**config.mk**
```make
export PLATFORM = sky130hd
export DESIGN_NAME = tlc_top
export DESIGN_NICKNAME = d
export VERILOG_FILES = /design/src/rtl/tlc_top.v
export VERILOG_INCLUDE_DIRS = /design/src /design/src/inc
export SDC_FILE = /design/constraint.sdc
export NUM_CORES = 1
export LEC_CHECK = 0
export ABC_AREA = 1
export BUFFER_PORTS_ARGS = -buffer_cell sky130_fd_sc_hd__buf_4
export CORE_ASPECT_RATIO = 1.5
export CORE_MARGIN = 8
export CORE_UTILIZATION = 55
export CTS_CLUSTER_SIZE = 40
export DETAILED_ROUTE_END_ITERATION = 12
export PLACE_DENSITY = 0.71
export REMOVE_ABC_BUFFERS = 1
export SLEW_MARGIN = 20
export SYNTH_ARGS = -nofsm -noshare
export SYNTH_HDL_FRONTEND = slang
export SYNTH_SLANG_ARGS = --single-unit
```
**constraint.sdc**
```tcl
create_clock -name ref_clk -period 9.05 [get_ports ref_clk]
set_input_delay 1.81 -clock ref_clk [delete_from_list [all_inputs] [get_ports ref_clk]]
set_output_delay 1.81 -clock ref_clk [all_outputs]
set_load 0.03 [all_outputs]
```
**src/inc/tlc_map.vh**
```
// tlc_map.vh: register map, field positions, reset values and timing
// of the tricolor sink controller.
// assumes: included by bare name from the design file.
`ifndef TLC_MAP_VH
`define TLC_MAP_VH

// ----------------------------------------
// register offsets
// ----------------------------------------
`define TLC_REG_CTRL      8'h00
`define TLC_REG_HUE       8'h01
`define TLC_REG_CUR       8'h02
`define TLC_REG_GPIO      8'h06

// ----------------------------------------
// led_trio_control fields
// ----------------------------------------
`define TLC_CTRL_PWM      7
`define TLC_CTRL_TRIO     6
`define TLC_CTRL_SWMODE   5
`define TLC_CTRL_RED      3
`define TLC_CTRL_GRN      2
`define TLC_CTRL_BLU      1
`define TLC_CTRL_MASK     8'hee
`define TLC_CTRL_RST      8'h20

// ----------------------------------------
// hue_and_intensity, sink_current_limit, gpio control fields
// ----------------------------------------
`define TLC_HUE_MSB       7
`define TLC_HUE_LSB       4
`define TLC_INT_MSB       3
`define TLC_INT_LSB       1
`define TLC_HUE_OVL       0
`define TLC_HUE_RST       8'h00
`define TLC_CUR_MASK      8'h3f
`define TLC_CUR_RST       8'h00
`define TLC_GPIO_EXTSEL   0
`define TLC_GPIO_RGATE    3
`define TLC_GPIO_GGATE    2
`define TLC_GPIO_BGATE    1
`define TLC_GPIO_MASK     8'h0f
`define TLC_GPIO_RST      8'h00

// ----------------------------------------
// timing and pwm arithmetic
// ----------------------------------------
`define TLC_CLK_NS        40
`define TLC_FRAME_US      50
`define TLC_FRAME_CYC     ((`TLC_FRAME_US * 1000) / `TLC_CLK_NS)
`define TLC_SHARE_FULL    4'hc
`define TLC_INT_FULL      3'h7
`define TLC_INT_OFF       3'h0

`endif

```
**src/rtl/tlc_top.v**
```verilog
// tlc_top.v: tricolor sink controller with i2c register slave,
// internal pwm engine, direct on/off and external dimming gate.
// assumes: scl, sda and ext_dim_pin are asynchronous pins; the sda
// wire is resolved outside from sda_oe (drive low when high).
//
// Contract
// - swmode bit five picks switch or current
// - reset leaves sinks in switch mode
// - internal pwm needs pwm and trio bits
// - per-sink on bits three, two, one
// - intensity code decodes logarithmically, 1/64 up
// - hue code gives fixed slot shares
// - overlap bit zero of colour register
// - hue shares only in non-overlap mode
// - overlap mode: sinks on together, duty only
// - 50us frame, slots shrink by brightness
// - trio without pwm follows on bits
// - trio bit low holds sinks off
// - 2-bit current code per sink
// - external dimming needs pin select, trio
// - gate selected sinks off while input low
// - ext direct, or gating internal pwm
// - pwm frame rate 20 khz
// - reset restores all register defaults
`timescale 1ns/1ns
`include "tlc_map.vh"

module tlc_top #(
  parameter [6:0] DEV_ADDR  = 7'h2c,
  parameter       CNT_W     = 11,
  parameter       FRAME_CYC = `TLC_FRAME_CYC
) (
  input  wire       ref_clk,
  input  wire       rst,
  input  wire       scl,
  input  wire       sda_in,
  output wire       sda_out,
  output reg        sda_oe,
  input  wire       ext_dim_pin,
  output reg        red_sink,
  output reg        green_sink,
  output reg        blue_sink,
  output reg        sink_or_switch_select,
  output wire [1:0] red_current_code,
  output wire [1:0] green_current_code,
  output wire [1:0] blue_current_code
);

  // ----------------------------------------
  // functions
  // ----------------------------------------
  // share table in twelfths: {red, green, blue}
  function [11:0] hue_shares;
    input [3:0] code;
    begin
      case (code)
        4'h0:    hue_shares = 12'hc00;
        4'h1:    hue_shares = 12'h0c0;
        4'h2:    hue_shares = 12'h00c;
        4'h3:    hue_shares = 12'h660;
        4'h4:    hue_shares = 12'h066;
        4'h5:    hue_shares = 12'h606;
        4'h6:    hue_shares = 12'h444;
        4'h7:    hue_shares = 12'h633;
        4'h8:    hue_shares = 12'h363;
        4'h9:    hue_shares = 12'h363;
        4'ha:    hue_shares = 12'h336;
        4'hb:    hue_shares = 12'h930;
        4'hc:    hue_shares = 12'h093;
        4'hd:    hue_shares = 12'h390;
        4'he:    hue_shares = 12'h039;
        default: hue_shares = 12'h309;
      endcase
    end
  endfunction

  // part of the lit time given by a share in twelfths
  function [CNT_W-1:0] scale_len;
    input [CNT_W-1:0] len;
    input [3:0]       tw;
    reg   [CNT_W+3:0] prod;
    begin
      prod      = (len * tw) / `TLC_SHARE_FULL;
      scale_len = prod[CNT_W-1:0];
    end
  endfunction

  // ----------------------------------------
  // pin synchronisers
  // ----------------------------------------
  reg [1:0] scl_sync_r;
  reg [1:0] sda_sync_r;
  reg [1:0] ext_sync_r;
  reg       scl_d_r;
  reg       sda_d_r;

  always @(posedge ref_clk) begin
    if (rst) begin
      scl_sync_r <= 2'h3;
      sda_sync_r <= 2'h3;
      ext_sync_r <= 2'h0;
      scl_d_r    <= 1'b1;
      sda_d_r    <= 1'b1;
    end else begin
      scl_sync_r <= {scl_sync_r[0], scl};
      sda_sync_r <= {sda_sync_r[0], sda_in};
      ext_sync_r <= {ext_sync_r[0], ext_dim_pin};
      scl_d_r    <= scl_sync_r[1];
      sda_d_r    <= sda_sync_r[1];
    end
  end

  wire scl_s    = scl_sync_r[1];
  wire sda_s    = sda_sync_r[1];
  wire ext_s    = ext_sync_r[1];
  wire scl_rise = scl_s & ~scl_d_r;
  wire scl_fall = ~scl_s & scl_d_r;
  wire bus_start = scl_s & scl_d_r & sda_d_r & ~sda_s;
  wire bus_stop  = scl_s & scl_d_r & ~sda_d_r & sda_s;

  // ----------------------------------------
  // registers
  // ----------------------------------------
  reg [7:0] ctrl_r;
  reg [7:0] hue_r;
  reg [7:0] cur_r;
  reg [7:0] gpio_r;
  reg [7:0] rd_mux;
  wire       wr_stb;
  wire [7:0] wr_data;
  reg  [7:0] ptr_r;

  always @* begin
    case (ptr_r)
      `TLC_REG_CTRL: rd_mux = ctrl_r;
      `TLC_REG_HUE:  rd_mux = hue_r;
      `TLC_REG_CUR:  rd_mux = cur_r;
      `TLC_REG_GPIO: rd_mux = gpio_r;
      default:       rd_mux = 8'h00;
    endcase
  end

  always @(posedge ref_clk) begin
    if (rst) begin
      ctrl_r <= `TLC_CTRL_RST;
      hue_r  <= `TLC_HUE_RST;
      cur_r  <= `TLC_CUR_RST;
      gpio_r <= `TLC_GPIO_RST;
    end else if (wr_stb) begin
      case (ptr_r)
        `TLC_REG_CTRL: ctrl_r <= wr_data & `TLC_CTRL_MASK;
        `TLC_REG_HUE:  hue_r  <= wr_data;
        `TLC_REG_CUR:  cur_r  <= wr_data & `TLC_CUR_MASK;
        `TLC_REG_GPIO: gpio_r <= wr_data & `TLC_GPIO_MASK;
        default:       ctrl_r <= ctrl_r;
      endcase
    end
  end

  assign red_current_code   = cur_r[5:4];
  assign green_current_code = cur_r[3:2];
  assign blue_current_code  = cur_r[1:0];

  // ----------------------------------------
  // i2c slave
  // ----------------------------------------
  localparam [2:0] ST_IDLE  = 3'h0;
  localparam [2:0] ST_ADDR  = 3'h1;
  localparam [2:0] ST_AACK  = 3'h2;
  localparam [2:0] ST_WBYTE = 3'h3;
  localparam [2:0] ST_WACK  = 3'h4;
  localparam [2:0] ST_RBYTE = 3'h5;
  localparam [2:0] ST_RACK  = 3'h6;

  reg [2:0] st_r;
  reg [3:0] bit_r;
  reg [7:0] shift_r;
  reg       rnw_r;
  reg       first_r;
  reg       master_ack_r;

  assign sda_out = 1'b0;
  assign wr_stb  = (st_r == ST_WBYTE) & scl_fall & (bit_r == 4'h8) & ~first_r;
  assign wr_data = shift_r;

  always @(posedge ref_clk) begin
    if (rst) begin
      st_r         <= ST_IDLE;
      bit_r        <= 4'h0;
      shift_r      <= 8'h00;
      rnw_r        <= 1'b0;
      first_r      <= 1'b0;
      master_ack_r <= 1'b0;
      ptr_r        <= 8'h00;
      sda_oe       <= 1'b0;
    end else if (bus_start) begin
      st_r   <= ST_ADDR;
      bit_r  <= 4'h0;
      sda_oe <= 1'b0;
    end else if (bus_stop) begin
      st_r   <= ST_IDLE;
      sda_oe <= 1'b0;
    end else begin
      case (st_r)
        ST_IDLE: begin
          sda_oe <= 1'b0;
        end
        ST_ADDR, ST_WBYTE: begin
          if (scl_rise) begin
            shift_r <= {shift_r[6:0], sda_s};
            bit_r   <= bit_r + 4'h1;
          end else if (scl_fall && bit_r == 4'h8) begin
            bit_r <= 4'h0;
            if (st_r == ST_ADDR) begin
              if (shift_r[7:1] == DEV_ADDR) begin
                rnw_r   <= shift_r[0];
                first_r <= ~shift_r[0];
                sda_oe  <= 1'b1;
                st_r    <= ST_AACK;
              end else begin
                st_r <= ST_IDLE;
              end
            end else begin
              if (first_r)
                ptr_r <= shift_r;
              else
                ptr_r <= ptr_r + 8'h01;
              first_r <= 1'b0;
              sda_oe  <= 1'b1;
              st_r    <= ST_WACK;
            end
          end
        end
        ST_AACK, ST_WACK: begin
          if (scl_fall) begin
            if (rnw_r) begin
              shift_r <= {rd_mux[6:0], 1'b0};
              sda_oe  <= ~rd_mux[7];
              bit_r   <= 4'h1;
              st_r    <= ST_RBYTE;
            end else begin
              sda_oe <= 1'b0;
              st_r   <= ST_WBYTE;
            end
          end
        end
        ST_RBYTE: begin
          if (scl_fall) begin
            if (bit_r == 4'h8) begin
              sda_oe <= 1'b0;
              ptr_r  <= ptr_r + 8'h01;
              st_r   <= ST_RACK;
            end else begin
              sda_oe  <= ~shift_r[7];
              shift_r <= {shift_r[6:0], 1'b0};
              bit_r   <= bit_r + 4'h1;
            end
          end
        end
        ST_RACK: begin
          if (scl_rise) begin
            master_ack_r <= ~sda_s;
          end else if (scl_fall) begin
            if (master_ack_r) begin
              shift_r <= {rd_mux[6:0], 1'b0};
              sda_oe  <= ~rd_mux[7];
              bit_r   <= 4'h1;
              st_r    <= ST_RBYTE;
            end else begin
              st_r <= ST_IDLE;
            end
          end
        end
        default: st_r <= ST_IDLE;
      endcase
    end
  end

  // ----------------------------------------
  // pwm frame
  // ----------------------------------------
  reg  [CNT_W-1:0] frame_r;
  wire [CNT_W-1:0] frame_len = FRAME_CYC[CNT_W-1:0];

  always @(posedge ref_clk) begin
    if (rst)
      frame_r <= {CNT_W{1'b0}};
    else if (frame_r == frame_len - {{(CNT_W-1){1'b0}}, 1'b1})
      frame_r <= {CNT_W{1'b0}};
    else
      frame_r <= frame_r + {{(CNT_W-1){1'b0}}, 1'b1};
  end

  wire [2:0]  int_code = hue_r[`TLC_INT_MSB:`TLC_INT_LSB];
  wire [3:0]  hue_code = hue_r[`TLC_HUE_MSB:`TLC_HUE_LSB];
  wire        overlap  = hue_r[`TLC_HUE_OVL];
  wire [11:0] shares   = hue_shares(hue_code);

  wire [CNT_W-1:0] lit_len = (int_code == `TLC_INT_OFF) ? {CNT_W{1'b0}} :
                             (frame_len >> (`TLC_INT_FULL - int_code));

  wire [CNT_W-1:0] red_end = scale_len(lit_len, shares[11:8]);
  wire [CNT_W-1:0] grn_end = scale_len(lit_len, shares[11:8] + shares[7:4]);
  wire [CNT_W-1:0] blu_end = scale_len(lit_len, shares[11:8] + shares[7:4] + shares[3:0]);

  reg pwm_r;
  reg pwm_g;
  reg pwm_b;

  always @* begin
    if (overlap) begin
      pwm_r = frame_r < lit_len;
      pwm_g = frame_r < lit_len;
      pwm_b = frame_r < lit_len;
    end else begin
      pwm_r = frame_r < red_end;
      pwm_g = (frame_r >= red_end) && (frame_r < grn_end);
      pwm_b = (frame_r >= grn_end) && (frame_r < blu_end);
    end
  end

  // ----------------------------------------
  // sink drive
  // ----------------------------------------
  wire pwm_on   = ctrl_r[`TLC_CTRL_PWM];
  wire trio_on  = ctrl_r[`TLC_CTRL_TRIO];
  wire ext_used = gpio_r[`TLC_GPIO_EXTSEL] & trio_on;

  wire [2:0] on_bits = {ctrl_r[`TLC_CTRL_RED], ctrl_r[`TLC_CTRL_GRN],
                        ctrl_r[`TLC_CTRL_BLU]};
  wire [2:0] gates   = {gpio_r[`TLC_GPIO_RGATE], gpio_r[`TLC_GPIO_GGATE],
                        gpio_r[`TLC_GPIO_BGATE]};
  wire [2:0] ipwm    = {pwm_r, pwm_g, pwm_b};

  reg [2:0] drive;
  reg [2:0] base;

  always @* begin
    base = pwm_on ? ipwm : 3'h7;
    drive = base & ~(gates & {3{ext_used & ~ext_s}});
    drive = drive & on_bits;
    if (!trio_on)
      drive = 3'h0;
  end

  always @(posedge ref_clk) begin
    if (rst) begin
      red_sink              <= 1'b0;
      green_sink            <= 1'b0;
      blue_sink             <= 1'b0;
      sink_or_switch_select <= 1'b1;
    end else begin
      red_sink              <= drive[2];
      green_sink            <= drive[1];
      blue_sink             <= drive[0];
      sink_or_switch_select <= ctrl_r[`TLC_CTRL_SWMODE];
    end
  end

endmodule
```
=== Word-level counts from Yosys, hierarchy flattened ===
Memory sizes are Yosys's and may differ from the RTL's. A register that Yosys moved wholly into a read port is not among the register bits.
Index checks and enable logic that the tools add are counted.

* Word-level logic and storage cells: 198
* Output and inout port bits: 12
* Memories kept: 1
* Bits in read-only memories: 192
* Register bits: 74

* $add $sub $neg: 6
* Mux-type cells: 62
* Reductions and logical operators: 28
* Order comparisons: 6
* Eq/ne operators: 35
* Multipliers: 3
* Shifts and indexed selects: 1
* Divide/modulo/power cells: 3
* Bitwise logic cells: 30

{| class="wikitable"
|+ Memory list
! name !! words !! bits a word !! read ports !! clocked after Yosys merged registers in !! wr ports !! line !! source
|-
| (name not given) || 16 || 12 || 1 || 1 || 0 || tlc_top.v:56 || <nowiki>case (code)</nowiki>
|}

{| class="wikitable"
|+ Operators with widths
! cell !! count
|-
| 8-bit two-way mux || 14
|-
| 8-bit case mux with 4 select lines || 2
|-
| 15-bit by 4-bit divider with 15-bit output (second input constant) || 3
|-
| 11-bit by 4-bit multiplier with 15-bit output || 3
|-
| 11-bit less-than comparator || 4
|-
| 4-bit two-way mux || 11
|-
| 3-bit two-way mux || 11
|-
| 4-bit inequality test (second input constant) || 7
|-
| 2-bit inequality test (second input constant) || 12
|-
| 8-bit AND reduction || 3
|-
| 11-bit greater-or-equal comparator || 2
|-
| 1-bit two-way mux || 18
|-
| 4-bit case mux with 4 select lines || 1
|-
| 8-bit case mux with 2 select lines || 1
|-
| 3-bit case mux with 5 select lines || 1
|-
| 1-bit inverter || 14
|-
| 1-bit bitwise AND || 12
|-
| 11-bit by 1-bit adder with 11-bit output (second input constant) || 1
|-
| 11-bit equality test (second input constant) || 1
|-
| 11-bit two-way mux || 1
|-
| 11-bit AND reduction || 1
|-
| 11-bit by 3-bit right shift with 11-bit output (first input constant) || 1
|-
| 10-bit AND reduction || 1
|-
| 2-bit OR reduction || 5
|-
| 30 further kinds || 44
|}

=== Logic depth before layout (Yosys ltp) ===
* Depth in word-level cells: 11
* Depth in mapped cells: 64
* Mapped depth without buffers: 63

=== Worst setup path after synthesis ===
Ideal clock, no wire load.

* Path kind: flip-flop to flip-flop
* From: register, netlist name shares[8]
* To: register blue_sink
* Arrival: 7.552 ns
* Slack: 1.432 ns
* Library setup time: 0.066 ns
* Cell stages (with the launch flop): 56
* Data required time: 8.984 ns
* Cells stage by stage: dfxtp_1 ha_1 fa_1 or2_2 nand2_1 clkinv_1 ha_1 a21oi_1 nand2_1 xor2_1 xor2_1 nor2_1 fa_1 inv_1 fa_1 fa_1 inv_1 nand2_1 [20 not listed] o21bai_1 nand2_1 a21oi_1 nor2_1 nand2_1 nand2_1 nand2_1 nand2_1 o21bai_1 inv_1 ha_1 nand2_1 inv_1 nand2_1 nand2_1 nand2_1 nand2_1 a21oi_2

* Cells in the longest elaborated chain, start to end: 10

{| class="wikitable"
|+ RTL lines
! item !! line !! source
|-
| 4-bit adder * || tlc_top.v:303, tlc_top.v:304 ||
|-
| 4-bit adder || tlc_top.v:304 || <nowiki>wire [CNT_W-1:0] blu_end = scale_len(lit_len, shares[11:8] + shares[7:4] + shares[3:0]);</nowiki>
|-
| 11-bit by 4-bit multiplier with 15-bit output || tlc_top.v:83 || <nowiki>prod = (len * tw) / `TLC_SHARE_FULL;</nowiki>
|-
| 15-bit by 4-bit divider with 15-bit output (no source line) || - ||
|-
| 11-bit less-than comparator || tlc_top.v:318 || <nowiki>pwm_b = (frame_r >= grn_end) && (frame_r < blu_end);</nowiki>
|-
| 1-bit logical AND * || tlc_top.v:318 ||
|-
| 1-bit two-way mux * || tlc_top.v:311 || <nowiki>if (overlap) begin</nowiki>
|-
| 3-bit two-way mux * || tlc_top.v:339 || <nowiki>base = pwm_on ? ipwm : 3'h7;</nowiki>
|-
| 3-bit bitwise AND * || tlc_top.v:340 || <nowiki>drive = base & ~(gates & {3{ext_used & ~ext_s}});</nowiki>
|-
| 3-bit bitwise AND * || tlc_top.v:341 || <nowiki>drive = drive & on_bits;</nowiki>
|-
| end signal: assignment || tlc_top.v:355 || <nowiki>blue_sink <= drive[0];</nowiki>
|-
| end: declaration || tlc_top.v:42 || <nowiki>output reg blue_sink,</nowiki>
|}

Every way passes the cells marked *; elsewhere a longest branch is shown, timed or not.
A chain may end at the register's enable or synchronous reset.

=== Worst setup path after layout ===
* From: register, netlist name shares[8]
* To: register blue_sink

* Cells in the longest elaborated chain, start to end: 10

{| class="wikitable"
|+ RTL lines
! item !! line
|-
| 4-bit adder * || tlc_top.v:303, tlc_top.v:304
|-
| 4-bit adder || tlc_top.v:304
|-
| 11-bit by 4-bit multiplier with 15-bit output || tlc_top.v:83
|-
| 15-bit by 4-bit divider with 15-bit output (no source line) || -
|-
| 11-bit less-than comparator || tlc_top.v:318
|-
| 1-bit logical AND * || tlc_top.v:318
|-
| 1-bit two-way mux * || tlc_top.v:311
|-
| 3-bit two-way mux * || tlc_top.v:339
|-
| 3-bit bitwise AND * || tlc_top.v:340
|-
| 3-bit bitwise AND * || tlc_top.v:341
|}

Marks and branches as above.

==> run_results.csv <==
group,metric,value,unit
clocking,cts_buffer_depth,2,
power_and_ir_drop,seqPwrFrac,42.8,%
synthesis,ys_types,53,
synthesis,synth-main-ff-cell,"dfxtp_1",
placed_design,port_buffers,15,
clocking,htreeDepth,3,
synthesis,synth_fa_ha_area_share,25.2,%
layout,nFillCells,1888,
layout,multi_input_area,7710,um2
setup_path,crit_path_top_delay_cell,"fa_1",
sta,final_max_slew_viol_count,0,
synthesis,synth_most_common_cell,"nand2_1",
worst_hold_path,min_path_type,"reg -> reg",
global_routing,grt_pass1_vias,9949,
floorplanning,die_h,186,um
setup_path,path_buf_inv,10,
sta,min_period_over_period,92.4,%
global_routing,antenna_found_initial,0,
setup_path,worstReg2RegStart,"shares[8]$_SDFF_PN0_",
setup_path,worstPathArrival,8.65,ns
detailed_routing,wl,28100,um
layout,n_antenna_cell,0,
floorplanning,dieArea,24000,um2
setup_path,reg2reg_depth,54,
sta,slew-limit-headroom,40.4,%
detailed_routing,drc_errors,0,
synthesis,synth-simple-area-share,27.7,%
power_and_ir_drop,intPower,657,uW
synthesis,synth_xor_area_share,3.11,%
worst_hold_path,hold_path_end,"ext_sync_r[1]$_SDFF_PP0_",
power_and_ir_drop,total_power,990,uW
setup_path,worst_path_largest_cell_delay,0.53,ns
floorplanning,die_x,129,um
worst_hold_path,min_from,"ext_sync_r[0]$_SDFF_PP0_",
synthesis,yosysWarnings,0,
synthesis,avgSynthCellArea,6.59,um2
synthesis,seq_area_frac_synth,16.3,%
sta,tightestPinTransition,0.887,ns
placed_design,hpwl,22600,um
synthesis,synth_top_area_share,16.3,%
global_routing,grt_max_degree,34,
run,maxCapViolations,0,
placed_design,place_congestion,0.925,
detailed_routing,first_iter_violations,591,
sta,hold_ws,0.404,ns
layout,utilization,60.6,%
detailed_routing,viasPerCell,5.45,
power_and_ir_drop,p_sw_share,33.7,%
layout,layout-drive-gt1-share,9.78,%
setup_path,cp_top_family,"adder cells",
synthesis,synth_edf_count,0,
synthesis,synth-compound-area-share,15.8,%
synthesis,synthCells,1603,
global_routing,gr-total-overflow,0,
global_routing,grt_pass1_wl,46300,um
clocking,numCtsBuffers,9,
setup_path,critPathRequiredTime,9.34,ns
detailed_routing,vias,10300,
clocking,cts_root_buf,"clkbuf_16",
run_status,outcome,"finished, final reports clean",
floorplanning,core_area,19000,um2
floorplanning,rows,62,
synthesis,ys_top_cells_by_area,"dfxtp_1 (16%), ha_1 (15%), nand2_1 (13%)",
worst_hold_path,min_delay_path_depth,2,
setup_path,r2r_slack,0.69,ns
power_and_ir_drop,p_sw,333,uW
setup_path,critPathLaunchType,"flip-flop",
synthesis,syn-cell-area,10600,um2
clocking,cts_tree,"done",
global_routing,grtUsageTotal,24.3,%
synthesis,synth_top_family_by_area,"simple AND/OR/NAND/NOR gates",
sta,finClkSkew,0.00979,ns
setup_path,crit_fanout,6,
placed_design,place_ws,-0.0571,ns
detailed_routing,wl_per_cell,14.9,um
power_and_ir_drop,p_comb_share,19.8,%
clocking,path_clk_slew,0.07,ns
synthesis,synthMuxAreaShare,0,%
sta,setup-violations-final,0,
sta,fmax,120,MHz
layout,fin_nets,1815,
layout,seq_area,1730,um2
synthesis,synth_area_leader_cell,"dfxtp_1",
synthesis,synth_common_cells,"nand2_1 (357), inv_1 (290), nor2_1 (167), ha_1 (123), a21oi_1 (106)",
power_and_ir_drop,pwr_density_cell,86.0,nW/um2
power_and_ir_drop,p_clk_share,37.5,%
detailed_routing,ant_nets,0,
setup_path,crit_type,"reg -> reg",
power_and_ir_drop,ir_worst_vdd,0.0994,mV
clocking,cts.sinks,86,
clocking,clk_latency,0.36,ns
synthesis,async_flop_share,0,%
layout,syn2layout_area_growth,8.90,%
power_and_ir_drop,leakage,5.81,nW
sta,finalHoldViolCount,0,
synthesis,ys_seq_elements,86,
sta,fin_ws,0.692,ns
setup_path,r2r_end,"blue_sink$_SDFF_PP0_",
floorplanning,start_util,55.6,%
setup_path,path_common_cell,"nand2_1",
setup_path,endpoint_kind,"flip-flop",
detailed_routing,first_pass_iters,5,
floorplanning,ioPinCount,17,
sta,period_needed,8.36,ns
setup_path,cp-startpoint,"shares[8]$_SDFF_PN0_",
## layout by cell type, fill, tap and decap left out, drive strengths merged, types with 3 or more instances in the layout
cell       n
ha       123
clkinv     6
o22ai      9
dfxtp     86
o2111ai    4
or2        8
nor3      22
clkbuf    11
nor3b      4
inv      310
xnor2      9
a21o       4
o211ai    11
nor2     171
a211oi    13
a21oi    111
a221oi     6
o21bai    14
a31oi      5
xor2      26
nor4       9
o21ai     91
buf       37
nand3     69
fa        56
a2111oi    3
nand4     16
nand2    383
## repair_timing
item                       4_1_cts  5_1_grt
resized for setup                1       28
setup buffers                    0        9
pin swaps                        0        9
setup endpoints to repair        1        3
hold buffers                     0        0
gates cloned                     0        1
## registers in the layout (all words and copies together) (netlist names), 2 cells and up
| signal | cells |
|---|---|
| shares | 12 |
| frame_r | 11 |
| hue_r | 8 |
| ptr_r | 8 |
| shift_r | 8 |
| ctrl_r | 6 |
| cur_r | 6 |
| bit_r | 4 |
| gpio_r | 4 |
| st_r | 3 |
| ext_sync_r | 2 |
| scl_sync_r | 2 |
| sda_sync_r | 2 |
## worst max-delay path by stage
stage / cells past startpoint / slack (ns) / end
floorplan: 55 / 1.43 / blue_sink$_SDFF_PP0_
global placement: 56 / 0.07 / green_sink$_SDFF_PP0_
detailed placement: 56 / -0.06 / green_sink$_SDFF_PP0_
CTS: 56 / 0.12 / green_sink$_SDFF_PP0_
global route: 59 / -0.05 / blue_sink$_SDFF_PP0_
finish: 54 / 0.69 / blue_sink$_SDFF_PP0_
## power groups by stage
stage / sequential [mW] / clock, mW / combinational, mW
after floorplan: 0.423 / 0 / 0.130
after global placement: 0.431 / 0 / 0.191
after detailed placement: 0.431 / 0 / 0.191
after CTS: 0.423 / 0.376 / 0.191
after global routing: 0.425 / 0.388 / 0.221
final: 0.423 / 0.371 / 0.196
## cell type report
cell class	count	share of cell area, %
sequential	86	15.0
multi-input combinational	1183	67.0
inverter	313	10.2
clock inverter	5	0.359
tap	256	2.78
timing repair buffer	38	2.51
clock buffer	11	2.11
## metrics by stage
| stage | instance area, um2 | cells | TNS (ns) |
|---|---|---|---|
| finish | 11500 | 1892 | 0 |
| global route | 11500 | 1892 | -0.0468 |
| CTS | 11300 | 1882 | 0 |
| detailed placement | 11000 | 1866 | -0.0571 |
| global placement | 11000 | 1866 | 0 |
| floorplan | 10500 | 1582 | 0 |
## cells by family after synthesis
kind of cell	count (synthesis)
flip-flops	86
AND/OR/NAND/NOR	686
AO/OA/AOI/OAI	282
adder cells (fa/ha/maj)	179
XOR/XNOR	35
buffers and inverters	334
other	1
## worst min-delay path, delay by kind of cell (launching register included)
family,cells,cell delay (ns)
buf+inv,1,0.04
simple gates,1,0.03
flops,1,0.30
## metal layers
metal	GRT usage (%)	up-vias	wire, um
met5	0	-	0
met4	14.6	0	1900
met3	2.87	109	1220
met2	46.3	264	14500
met1	24.5	4750	10500
li1	-	5190	-
(Power assumes the default switching activity.)
